**src/acl_params.svh**
```systemverilog
`ifndef ACL_PARAMS_SVH
`define ACL_PARAMS_SVH
`define ACL_TAG_TOP 5'hF
`define ACL_SLOT_TOP 5'h13
`define ACL_LAST_SLOT 4'hC
`define ACL_SLOT_CMD 4'h1
`define ACL_SLOT_DAT 4'h2
`define ACL_SLOT_LEFT 4'h3
`define ACL_SLOT_RIGHT 4'h4
`define ACL_FRAME_VALID 15
`define ACL_CMD_RD 19
`define ACL_IDX_HI 18
`define ACL_IDX_LO 12
`define ACL_DAT_HI 19
`define ACL_DAT_LO 4
`define ACL_REC_BITS 18
`define ACL_REG_COUNT 64
`define ACL_REG_RESET 16'h0000
`define ACL_SYNC_HIGH_BITS 5'h10
`define ACL_CORE_KHZ 250000
`define ACL_BITCLK_KHZ 12288
`endif

```
**src/acl_pkg.sv**
```systemverilog
`include "acl_params.svh"
package acl_pkg;
	// Frame position of the link
	typedef enum logic [2:0] {
		ACL_IDLE = 3'h1,
		ACL_TAG = 3'h2,
		ACL_DATA = 3'h4
	} acl_state_t;
	// One playback sample with its slot tag
	typedef struct packed {
		logic valid;
		logic [19:0] sample;
	} acl_pcm_t;
	// One record sample offered for the next frame
	typedef struct packed {
		logic valid;
		logic [17:0] sample;
	} acl_rec_t;
	// A register write taken from the link
	typedef struct packed {
		logic valid;
		logic [6:0] index;
		logic [15:0] data;
	} acl_cmd_t;
endpackage

```
**src/acl_bitclk_gen.sv**
```systemverilog
`timescale 1ns/1ps
`default_nettype none
`include "acl_params.svh"
module acl_bitclk_gen #(
	parameter int CORE_KHZ = `ACL_CORE_KHZ,
	parameter int BIT_KHZ = `ACL_BITCLK_KHZ
) (
	input wire logic core_clk,
	input wire logic resetn,
	output logic bitClk,
	output logic riseEn,
	output logic fallEn
);
	localparam int ACC_W = $clog2(CORE_KHZ) + 1;
	localparam logic [ACC_W:0] STEP = (ACC_W + 1)'(2 * BIT_KHZ);
	localparam logic [ACC_W:0] MODULUS = (ACC_W + 1)'(CORE_KHZ);

	// Each bit needs a rising and a falling core cycle of its own
	if (4 * BIT_KHZ > CORE_KHZ) begin : g_bad_rate
		$error("bit clock too fast for core clock");
	end

	logic [ACC_W-1:0] acc;
	logic [ACC_W:0] sum;
	logic wrap;

	// Fractional divider: the ratio is not whole, so edges jitter one cycle
	assign sum = {1'b0, acc} + STEP;
	assign wrap = (sum >= MODULUS);

	always_ff @(posedge core_clk) begin
		if (!resetn) begin
			acc <= '0;
		end else if (wrap) begin
			acc <= ACC_W'(sum - MODULUS);
		end else begin
			acc <= sum[ACC_W-1:0];
		end
	end

	// Pin level and one-cycle edge enables move together
	always_ff @(posedge core_clk) begin
		if (!resetn) begin
			bitClk <= 1'b0;
			riseEn <= 1'b0;
			fallEn <= 1'b0;
		end else begin
			if (wrap) begin
				bitClk <= !bitClk;
			end
			riseEn <= wrap && !bitClk;
			fallEn <= wrap && bitClk;
		end
	end
endmodule
`default_nettype wire

```
**src/acl_frame_serdes.sv**
```systemverilog
`timescale 1ns/1ps
`default_nettype none
`include "acl_params.svh"
module acl_frame_serdes
	import acl_pkg::*;
#(
	parameter int CORE_KHZ = `ACL_CORE_KHZ,
	parameter int BIT_KHZ = `ACL_BITCLK_KHZ,
	parameter int REG_COUNT = `ACL_REG_COUNT
) (
	input wire logic core_clk,
	input wire logic resetn,
	input wire logic sync,
	input wire logic sdataOut,
	output logic bitClk,
	output logic sdataIn,
	input wire logic codecReady,
	input wire acl_rec_t recLeft,
	input wire acl_rec_t recRight,
	input wire logic [5:0] regLookup,
	output logic [15:0] regLookupData,
	output acl_cmd_t regWr,
	output acl_pcm_t playLeft,
	output acl_pcm_t playRight,
	output logic frameStart,
	output logic oddIndex,
	output logic syncFault
);
	// The index field addresses 64 even locations, no more
	if (REG_COUNT < 1 || REG_COUNT > `ACL_REG_COUNT) begin : g_bad_count
		$error("register count out of range");
	end

	// Record samples plus their two pad bits must fill one slot exactly
	if ($bits(acl_rec_t) != `ACL_REC_BITS + 1) begin : g_bad_rec
		$error("record sample width does not match the slot");
	end

	logic riseEn;
	logic fallEn;

	// Bit clock and its edge enables
	acl_bitclk_gen #(
		.CORE_KHZ(CORE_KHZ),
		.BIT_KHZ(BIT_KHZ)
	) u_bitclk (
		.core_clk(core_clk),
		.resetn(resetn),
		.bitClk(bitClk),
		.riseEn(riseEn),
		.fallEn(fallEn)
	);

	acl_state_t state;
	logic [3:0] slot;
	logic [4:0] bitIdx;
	logic syncPrev;
	logic syncRise;
	logic [18:0] rxShift;
	logic [19:0] rxWord;
	logic [15:0] rxTag;
	logic [19:0] rxCmd;
	logic slotEnd;
	logic [15:0] regs [REG_COUNT];
	logic [15:0] txTag;
	logic [19:0] txCmd;
	logic [19:0] txDat;
	logic [19:0] txLeft;
	logic [19:0] txRight;
	logic txBit;
	logic rdPending;
	logic [6:0] rdIndex;
	logic [15:0] rdData;
	logic cmdRead;
	logic [6:0] cmdIndex;
	logic cmdInRange;
	logic wrHit;
	logic rdHit;
	logic oddHit;
	logic [4:0] syncHigh;

	// Frame start is the falling-edge sample that first sees SYNC high
	assign syncRise = fallEn && sync && !syncPrev;

	// Full slot word once its last bit is on the pin
	assign rxWord = {rxShift, sdataOut};
	assign slotEnd = fallEn && !syncRise && (state != ACL_IDLE) && (bitIdx == 5'h00);

	// Command fields of slot 1, taken when slot 2 completes
	assign cmdRead = rxCmd[`ACL_CMD_RD];
	assign cmdIndex = rxCmd[`ACL_IDX_HI:`ACL_IDX_LO];
	assign cmdInRange = !cmdIndex[0] && (int'(cmdIndex[6:1]) < REG_COUNT);

	// Writes need frame, slot 1 and slot 2 tags; odd indexes are dropped
	always_comb begin
		wrHit = 1'b0;
		rdHit = 1'b0;
		if (slotEnd && slot == `ACL_SLOT_DAT && rxTag[`ACL_FRAME_VALID] && rxTag[14]) begin
			rdHit = cmdRead;
			wrHit = !cmdRead && rxTag[13] && cmdInRange;
		end
	end

	// Odd-index notice only for a command that the frame really carries
	assign oddHit = slotEnd && slot == `ACL_SLOT_DAT && rxTag[`ACL_FRAME_VALID] && rxTag[14]
		&& (cmdRead || rxTag[13]) && cmdIndex[0];

	// Position within the frame; advances after each falling-edge sample
	// A SYNC rise mid-frame restarts the count and drops the cut frame
	always_ff @(posedge core_clk) begin
		if (!resetn) begin
			state <= ACL_IDLE;
			slot <= 4'h0;
			bitIdx <= 5'h00;
		end else if (syncRise) begin
			state <= ACL_TAG;
			slot <= 4'h0;
			bitIdx <= `ACL_TAG_TOP;
		end else if (fallEn) begin
			case (state)
				ACL_IDLE: begin
					slot <= 4'h0;
				end
				ACL_TAG, ACL_DATA: begin
					if (bitIdx != 5'h00) begin
						bitIdx <= bitIdx - 5'h01;
					end else if (slot == `ACL_LAST_SLOT) begin
						state <= ACL_IDLE;
					end else begin
						state <= ACL_DATA;
						slot <= slot + 4'h1;
						bitIdx <= `ACL_SLOT_TOP;
					end
				end
				default: begin
					state <= ACL_IDLE;
				end
			endcase
		end
	end

	// Previous SYNC sample, taken on falling edges only
	always_ff @(posedge core_clk) begin
		if (!resetn) begin
			syncPrev <= 1'b0;
		end else if (fallEn) begin
			syncPrev <= sync;
		end
	end

	// Tag-phase length check; a short or long SYNC flags a fault level
	// The level is kept until the next SYNC fall judges a new tag phase
	always_ff @(posedge core_clk) begin
		if (!resetn) begin
			syncHigh <= 5'h00;
			syncFault <= 1'b0;
		end else if (fallEn) begin
			if (sync && syncHigh != 5'h1F) begin
				syncHigh <= syncHigh + 5'h01;
			end else if (!sync) begin
				syncHigh <= 5'h00;
			end
			if (!sync && syncPrev) begin
				syncFault <= (syncHigh != `ACL_SYNC_HIGH_BITS);
			end
		end
	end

	// Outgoing bits shift in MSB first on the falling edge
	always_ff @(posedge core_clk) begin
		if (!resetn) begin
			rxShift <= '0;
		end else if (syncRise) begin
			rxShift <= '0;
		end else if (fallEn && state != ACL_IDLE) begin
			rxShift <= rxWord[18:0];
		end
	end

	// Slot 0 tags and the slot 1 command are held for the frame
	always_ff @(posedge core_clk) begin
		if (!resetn) begin
			rxTag <= 16'h0000;
			rxCmd <= 20'h00000;
		end else if (syncRise) begin
			rxTag <= 16'h0000;
		end else if (slotEnd && slot == 4'h0) begin
			rxTag <= rxWord[15:0];
		end else if (slotEnd && slot == `ACL_SLOT_CMD) begin
			rxCmd <= rxWord;
		end
	end

	// Playback samples; valid only when frame and slot tags are set
	always_ff @(posedge core_clk) begin
		if (!resetn) begin
			playLeft <= '0;
			playRight <= '0;
		end else begin
			playLeft.valid <= 1'b0;
			playRight.valid <= 1'b0;
			if (slotEnd && slot == `ACL_SLOT_LEFT) begin
				playLeft.sample <= rxWord;
				playLeft.valid <= rxTag[`ACL_FRAME_VALID] && rxTag[12];
			end
			if (slotEnd && slot == `ACL_SLOT_RIGHT) begin
				playRight.sample <= rxWord;
				playRight.valid <= rxTag[`ACL_FRAME_VALID] && rxTag[11];
			end
		end
	end

	// Register file; write data sits in slot 2 bits 19 to 4
	// Flip-flops keep lookups single-cycle; area grows with REG_COUNT
	for (genvar i = 0; i < REG_COUNT; i++) begin : g_reg
		always_ff @(posedge core_clk) begin
			if (!resetn) begin
				regs[i] <= `ACL_REG_RESET;
			end else if (wrHit && int'(cmdIndex[6:1]) == i) begin
				regs[i] <= rxWord[`ACL_DAT_HI:`ACL_DAT_LO];
			end
		end
	end

	// Write report and odd-index notice, one cycle each
	always_ff @(posedge core_clk) begin
		if (!resetn) begin
			regWr <= '0;
			oddIndex <= 1'b0;
		end else begin
			regWr.valid <= wrHit;
			oddIndex <= 1'b0;
			if (wrHit) begin
				regWr.index <= cmdIndex;
				regWr.data <= rxWord[`ACL_DAT_HI:`ACL_DAT_LO];
			end
			if (oddHit) begin
				oddIndex <= 1'b1;
			end
		end
	end

	// Local view of one register, for the mixer and power logic
	always_ff @(posedge core_clk) begin
		if (!resetn) begin
			regLookupData <= `ACL_REG_RESET;
		end else if (int'(regLookup) < REG_COUNT) begin
			regLookupData <= regs[regLookup];
		end else begin
			regLookupData <= 16'h0000;
		end
	end

	// A read is answered in the next frame; a late set wins over the clear
	// Only one read waits; a second read before the answer replaces it
	always_ff @(posedge core_clk) begin
		if (!resetn) begin
			rdPending <= 1'b0;
			rdIndex <= 7'h00;
		end else begin
			if (syncRise) begin
				rdPending <= 1'b0;
			end
			if (rdHit) begin
				rdPending <= 1'b1;
				rdIndex <= cmdIndex;
			end
		end
	end

	// Odd or absent indexes read back as zero
	always_comb begin
		rdData = 16'h0000;
		if (!rdIndex[0] && int'(rdIndex[6:1]) < REG_COUNT) begin
			rdData = regs[rdIndex[6:1]];
		end
	end

	// Incoming frame contents frozen at frame start; untagged slots zero
	// Freezing keeps a slot from mixing halves of two samples
	always_ff @(posedge core_clk) begin
		if (!resetn) begin
			txTag <= 16'h0000;
			txCmd <= 20'h00000;
			txDat <= 20'h00000;
			txLeft <= 20'h00000;
			txRight <= 20'h00000;
		end else if (syncRise) begin
			txTag <= 16'h0000;
			txCmd <= 20'h00000;
			txDat <= 20'h00000;
			txLeft <= 20'h00000;
			txRight <= 20'h00000;
			txTag[`ACL_FRAME_VALID] <= codecReady;
			if (codecReady && rdPending) begin
				txTag[14] <= 1'b1;
				txTag[13] <= 1'b1;
				txCmd <= {1'b0, rdIndex, 12'h000};
				txDat <= {rdData, 4'h0};
			end
			if (codecReady && recLeft.valid) begin
				txTag[12] <= 1'b1;
				txLeft <= {recLeft.sample, 2'h0};
			end
			if (codecReady && recRight.valid) begin
				txTag[11] <= 1'b1;
				txRight <= {recRight.sample, 2'h0};
			end
		end
	end

	// Bit for the current position, MSB first; reserved slots give zero
	// Slot n is tagged by slot 0 bit 15-n
	always_comb begin
		txBit = 1'b0;
		case (slot)
			4'h0: txBit = txTag[bitIdx[3:0]];
			`ACL_SLOT_CMD: txBit = txCmd[bitIdx];
			`ACL_SLOT_DAT: txBit = txDat[bitIdx];
			`ACL_SLOT_LEFT: txBit = txLeft[bitIdx];
			`ACL_SLOT_RIGHT: txBit = txRight[bitIdx];
			default: txBit = 1'b0;
		endcase
	end

	// Incoming bits change on the rising edge, low outside frames
	// Registered, so the pin cannot glitch between rises
	always_ff @(posedge core_clk) begin
		if (!resetn) begin
			sdataIn <= 1'b0;
		end else if (riseEn) begin
			sdataIn <= (state != ACL_IDLE) ? txBit : 1'b0;
		end
	end

	// Frame start pulse, one core cycle
	// Lets local logic align to frames without watching the pins
	always_ff @(posedge core_clk) begin
		if (!resetn) begin
			frameStart <= 1'b0;
		end else begin
			frameStart <= syncRise;
		end
	end
endmodule
`default_nettype wire

```
**config.mk**
```make
export PLATFORM = sky130hd
export DESIGN_NAME = acl_frame_serdes
export DESIGN_NICKNAME = d
export VERILOG_FILES = /design/src/acl_pkg.sv /design/src/acl_bitclk_gen.sv /design/src/acl_frame_serdes.sv
export VERILOG_INCLUDE_DIRS = /design/src
export SDC_FILE = /design/constraint.sdc
export NUM_CORES = 2
export LEC_CHECK = 0
export ABC_CLOCK_PERIOD_IN_PS = 12600
export BUFFER_PORTS_ARGS = -buffer_cell sky130_fd_sc_hd__buf_2
export CAP_MARGIN = 20
export CORE_ASPECT_RATIO = 0.7
export CORE_MARGIN = 1.5
export CORE_UTILIZATION = 40
export CTS_BUF_LIST = sky130_fd_sc_hd__clkbuf_8 sky130_fd_sc_hd__clkbuf_16
export DETAILED_ROUTE_END_ITERATION = 8
export PLACE_DENSITY = 0.6
export REMOVE_ABC_BUFFERS = 1
export SETUP_SLACK_MARGIN = 0.4
export SYNTH_ARGS = -nofsm -noshare
export SYNTH_HDL_FRONTEND = slang
export SYNTH_HIERARCHICAL = 1
export SYNTH_SLANG_ARGS = --single-unit
```
**constraint.sdc**
```tcl
create_clock -name core_clk -period 12.6 [get_ports core_clk]
set_input_delay 2.52 -clock core_clk [delete_from_list [all_inputs] [get_ports core_clk]]
set_output_delay 2.52 -clock core_clk [all_outputs]
set_load 0.01 [all_outputs]
```
### After elaboration in Yosys (flattened, before gate mapping)

Memories as Yosys holds them, arrays and structs flattened. A register that Yosys moved wholly into a read port is not among the register bits.
Index checks and enable logic that the tools add are counted.

* bits in read-only memories: 0
* bits in registers: 258
* memories: 1
* RAM bits: 1024
* latch bits: 0
* logic and storage cells: 608

Memory list
* regs: depth 64, width 16, rd ports 2, clocked after memory_dff 2, write ports 64, line acl_frame_serdes.sv:64 `logic [15:0] regs [REG_COUNT];`

* bitwise operators: 68
* shift operators: 0
* $add $sub $neg: 5
* equality and inequality tests: 81
* divide/modulo/power cells: 0
* $mul: 0
* magnitude comparators: 3
* mux-type cells: 300
* reductions and logical operators: 118

Operators with widths (count)
* $mux 16: 65
* $mux 1: 206
* $eq 6x6->1 const B: 32
* $eq 6x5->1 const B: 16
* $logic_and 1x1->1: 90
* $or 1x1->1: 64
* $mux 20: 3
* $eq 6x4->1 const B: 8
* $mux 19: 2
* $eq 6x3->1 const B: 4
* $add 19x15->20 const B: 1
* $bmux 1 s5: 4
* $ge 20x18->1 const B: 1
* $mux 4: 5
* $mux 5: 4
* $sub 19x18->19 const B: 1
* $reduce_and 3->1: 5
* $eq 6x2->1 const B: 2
* $mux 6: 2
* $ne 5x5->1 const B: 2
* $eq 4x2->1 const B: 2
* $ne 2x2->1 const B: 4
* $pmux 4 s2: 1
* $reduce_and 2->1: 4
* other kinds (30): 47

### Logic depth before layout (Yosys ltp)

* depth in word-level cells: 15
* mapped depth: 13

### Modules after synthesis

The synthesis kept the hierarchy.

Modules (own cells, without submodules)
* acl_frame_serdes: instances 1, cells each 4381, area an instance 63233.1 um2, sequential area each 35013.6 um2
* acl_bitclk_gen: instances 1, cells each 133, area an instance 1057.3 um2, sequential area each 360.3 um2

### Worst setup path after synthesis

No wires, ideal clock.

* kind: input to register
* start: input port sync
* end: memory regs[0][0], enable pin
* setup slack: 7.167 ns
* arrival time: 5.022 ns
* stages: 8
* path through: buf_2 > nand2b_1 > nand2_2 > nor4_4 > or3b_1 > buf_6 > clkbuf_1 > o21ai_0

RTL lines
* from (decl): line acl_frame_serdes.sv:13 `input wire logic sync,`
* to (decl): line acl_frame_serdes.sv:64

==> flow_metrics.env <==
export IMPL_cts_max_level=4
export IMPL_drv_slew=1
export IMPL_fin_skew_ns=0.0276
export IMPL_ys_ff_latch=1255
export IMPL_antenna_found_initial=17
export IMPL_critPathKind="in -> reg"
export IMPL_area_growth_pct=11.3
export IMPL_final_nets=4553
export IMPL_timing_final_crit_share_pct=45.7
export IMPL_relSlewSlack_pct=-1.62
export IMPL_die_y_um=338
export IMPL_cp_slowest_cell="mux2i_1"
export IMPL_clk_latency_ns=0.79
export IMPL_grt_start_max_net_pins=113
export IMPL_final_common_cell="and2_1"
export IMPL_fin_area_um2=71600
export IMPL_hold_class="reg -> reg"
export IMPL_synth_cells=4514
export IMPL_cap_violations=0
export IMPL_r2r_end="txDat[6]$_SDFFE_PN0P_"
export IMPL_overflow=0
export IMPL_final_cell_mix="and2_1, edfxtp_1, mux4_2"
export IMPL_cts_root_buf="clkbuf_16"
export IMPL_die_x_um=482
export IMPL_fp_row_count=122
export IMPL_async_reset_ff_share_pct=0
export IMPL_clock_sinks=1255
export IMPL_violations="max-slew violations"
export IMPL_wire_per_inst_um=32.4
export IMPL_pwr_share_clk_pct=41.9
export IMPL_drive_above_1_share_pct=25.3
export IMPL_ys_seq_area_share_pct=55.0
export IMPL_critPathMaxStageDelay_ns=0.87
export IMPL_port_buffers=135
export IMPL_ir_worst_vdd_v=0.000100
export IMPL_postSynthAreaPerCell_um2=14.2
export IMPL_powerDensity_nw_per_um2=131
export IMPL_rrSetupSlack_ns=8.37
export IMPL_yosysWarningCount=6
export IMPL_dp_slack_ns=6.22
export IMPL_hp_start="txDat[5]$_SDFFE_PN0P_"
export IMPL_rsz0062_at_grt="no"
export IMPL_vias=41300
export IMPL_ant_nets=0
export IMPL_setup_viol=0
export IMPL_hold_path_depth=2
export IMPL_ff2ff_path_depth=8
export IMPL_drt_total_wl_mm=217
export IMPL_fmax_ghz=0.174
export IMPL_firstDrtPassIters=6
export IMPL_internal_power_mw=7.15
export IMPL_syn_area_um2=64300
export IMPL_setup_ws_ns=6.84
export IMPL_routabilityCongestion=0.937
export IMPL_synth_enable_flop_cells=1024
export IMPL_core_um2=159000
export IMPL_synth_main_ff_cell="edfxtp_1"
export IMPL_hold_viol=0
export IMPL_pwr_share_seq_pct=50.9
export IMPL_grt_pass1_wl_mm=305
export IMPL_worstPathCellList="buf_8 -> buf_4 -> buf_4 -> mux4_2 -> mux2i_1 -> a22oi_1 -> o211ai_1 -> o21ai_0"
export IMPL_hpwl_mm=137
export IMPL_critPathMostFrequentCell="buf_4"
export IMPL_switching_share_pct=23.5
export IMPL_tns_ns=0
export IMPL_cts_tree="done"
export IMPL_post_route_drc_count=0
export IMPL_cts_clk_slew_worst_paths_ns=0.06
export IMPL_drtIter0Drc=6214
export IMPL_io_pins=136
export IMPL_cts_buffer_depth=3
export IMPL_post_dp_cell_area_um2=67300
export IMPL_critPathLaunchType="input port"
export IMPL_start_util_pct=40.5
export IMPL_crit_fanout=75
export IMPL_worstMarginPinSlew_ns=1.52
export IMPL_combPwrFrac_pct=7.2
export IMPL_grt_pass1_vias=39500
export IMPL_switchingPower_mw=2.20
export IMPL_die_area_um2=163000
export IMPL_fin_crit_ns=5.76
export IMPL_endpoint_kind="register"
export IMPL_leakage_nw=24.9
export IMPL_cts_setup_buffers=0
export IMPL_critPathArrivalTime_ns=6.38
export IMPL_worstPathRequired_ns=13.23
export IMPL_ys_types=76
export IMPL_cts_hold_buf=0
export IMPL_cts_repair_resized=0
export IMPL_via_per_inst=6.15
export IMPL_min_to="txDat[5]$_SDFFE_PN0P_"
export IMPL_track_usage_pct=26.4
export IMPL_cts_buffers=131
export IMPL_status="finished, violations left"
==> metal layers <==
metal  vias to the layer above  global-route usage (%)  routed length, um
met4                         4                    7.61               6060
li1                      17000                       -                  -
met3                       347                    9.47              28800
met1                     21500                    39.0              91700
met5                         -                       0                 27
met2                      2398                    36.1              90700
==> power groups by stage <==
| stage | combinational, mW | clock (mW) | sequential [mW] |
|---|---|---|---|
| finish | 0.670 | 3.92 | 4.76 |
| global route | 0.687 | 4.11 | 4.77 |
| CTS | 0.652 | 3.96 | 4.75 |
| detailed placement | 0.651 | 0 | 4.84 |
| global placement | 0.648 | 0 | 4.83 |
| floorplan | 0.345 | 0 | 4.79 |
==> synth_stat cells, types with 5 or more instances <==
cell type / n / share of area, %
o22ai_1: 28 / 0.27
a211oi_1: 9 / 0.11
edfxtp_1: 1024 / 48
a22o_1: 48 / 0.65
ha_1: 13 / 0.25
nor2_8: 10 / 0.31
nand3b_1: 5 / 0.058
nor2b_1: 39 / 0.38
inv_1: 21 / 0.12
mux2_2: 11 / 0.19
clkbuf_1: 290 / 1.7
nor2_4: 7 / 0.12
nor3_1: 20 / 0.16
buf_1: 37 / 0.22
buf_4: 16 / 0.19
dfxtp_1: 231 / 7.2
nor2_1: 83 / 0.48
nand2b_1: 14 / 0.14
a22oi_1: 65 / 0.76
nand3_1: 40 / 0.31
a21boi_0: 66 / 0.77
xor2_1: 6 / 0.082
nand2_1: 264 / 1.5
buf_6: 14 / 0.25
and3_1: 8 / 0.078
o21a_1: 5 / 0.058
xnor2_1: 6 / 0.082
o211ai_1: 10 / 0.12
o21ai_0: 104 / 0.81
or3_1: 11 / 0.11
mux2i_1: 215 / 3.3
buf_2: 77 / 0.60
mux4_2: 541 / 19
a21oi_1: 46 / 0.36
a211o_1: 15 / 0.20
a221oi_1: 14 / 0.19
and2_1: 1037 / 10
==> worst max-delay path: cells and delay by family <==
family	cells	cell delay [ns]
buf+inv	3	1.90
compound gates	3	0.48
mux	2	1.29
==> registers in the layout (all words and copies together) (netlist names), 15 cells and up, named ones only <==
register       flops
playLeft          21
regLookupData     16
rxShift           19
txLeft            18
playRight         21
u_bitclk/acc      15
txDat             16
regWr             24
regs            1024
txRight           18
==> worst max-delay path by stage <==
stage                       startpoint                            to  slack, ns  cells after the start
after detailed placement  regLookup[0]   regLookupData[4]$_SDFF_PN0_       6.22                      8
after global placement    regLookup[0]   regLookupData[7]$_SDFF_PN0_       6.23                      8
after CTS                 regLookup[0]   regLookupData[4]$_SDFF_PN0_       7.06                      8
final                     regLookup[1]  regLookupData[12]$_SDFF_PN0_       6.84                      8
after floorplan               register        txDat[10]$_SDFFE_PN0P_       1.30                      6
after global routing      regLookup[1]  regLookupData[12]$_SDFF_PN0_       6.79                      8
==> layout make-up <==
type,count,area [um^2]
Sequential cell,1255,35400
Timing Repair Buffer,279,1950
Multi-Input combinational cell,2801,27300
Fill cell,13900,87200
Clock buffer,146,3600
Clock inverter,87,618
Antenna cell,7,17.5
Tap cell,2108,2640
Inverter,23,88.8
==> stage by stage <==
stage                     power [mW]  instances  hold slack [ns]  utilization [%]
after floorplan                 5.14       4079            0.421                -
after global placement          5.48       6459            0.435             42.3
after detailed placement        5.49       6463            0.440             42.4
after CTS                       9.36       6696            0.453             45.0
after global routing            9.57       6699            0.476             45.1
final                           9.35       6706            0.458             45.1
==> cell families after synthesis <==
logic type      share of synthesized area [%]
buf+inv                                  3.11
xor+xnor                                0.163
fa+ha+maj                               0.253
flops                                    55.0
simple gates                             14.2
compound gates                           4.75
mux                                      22.5
(Power assumes the default switching activity.)
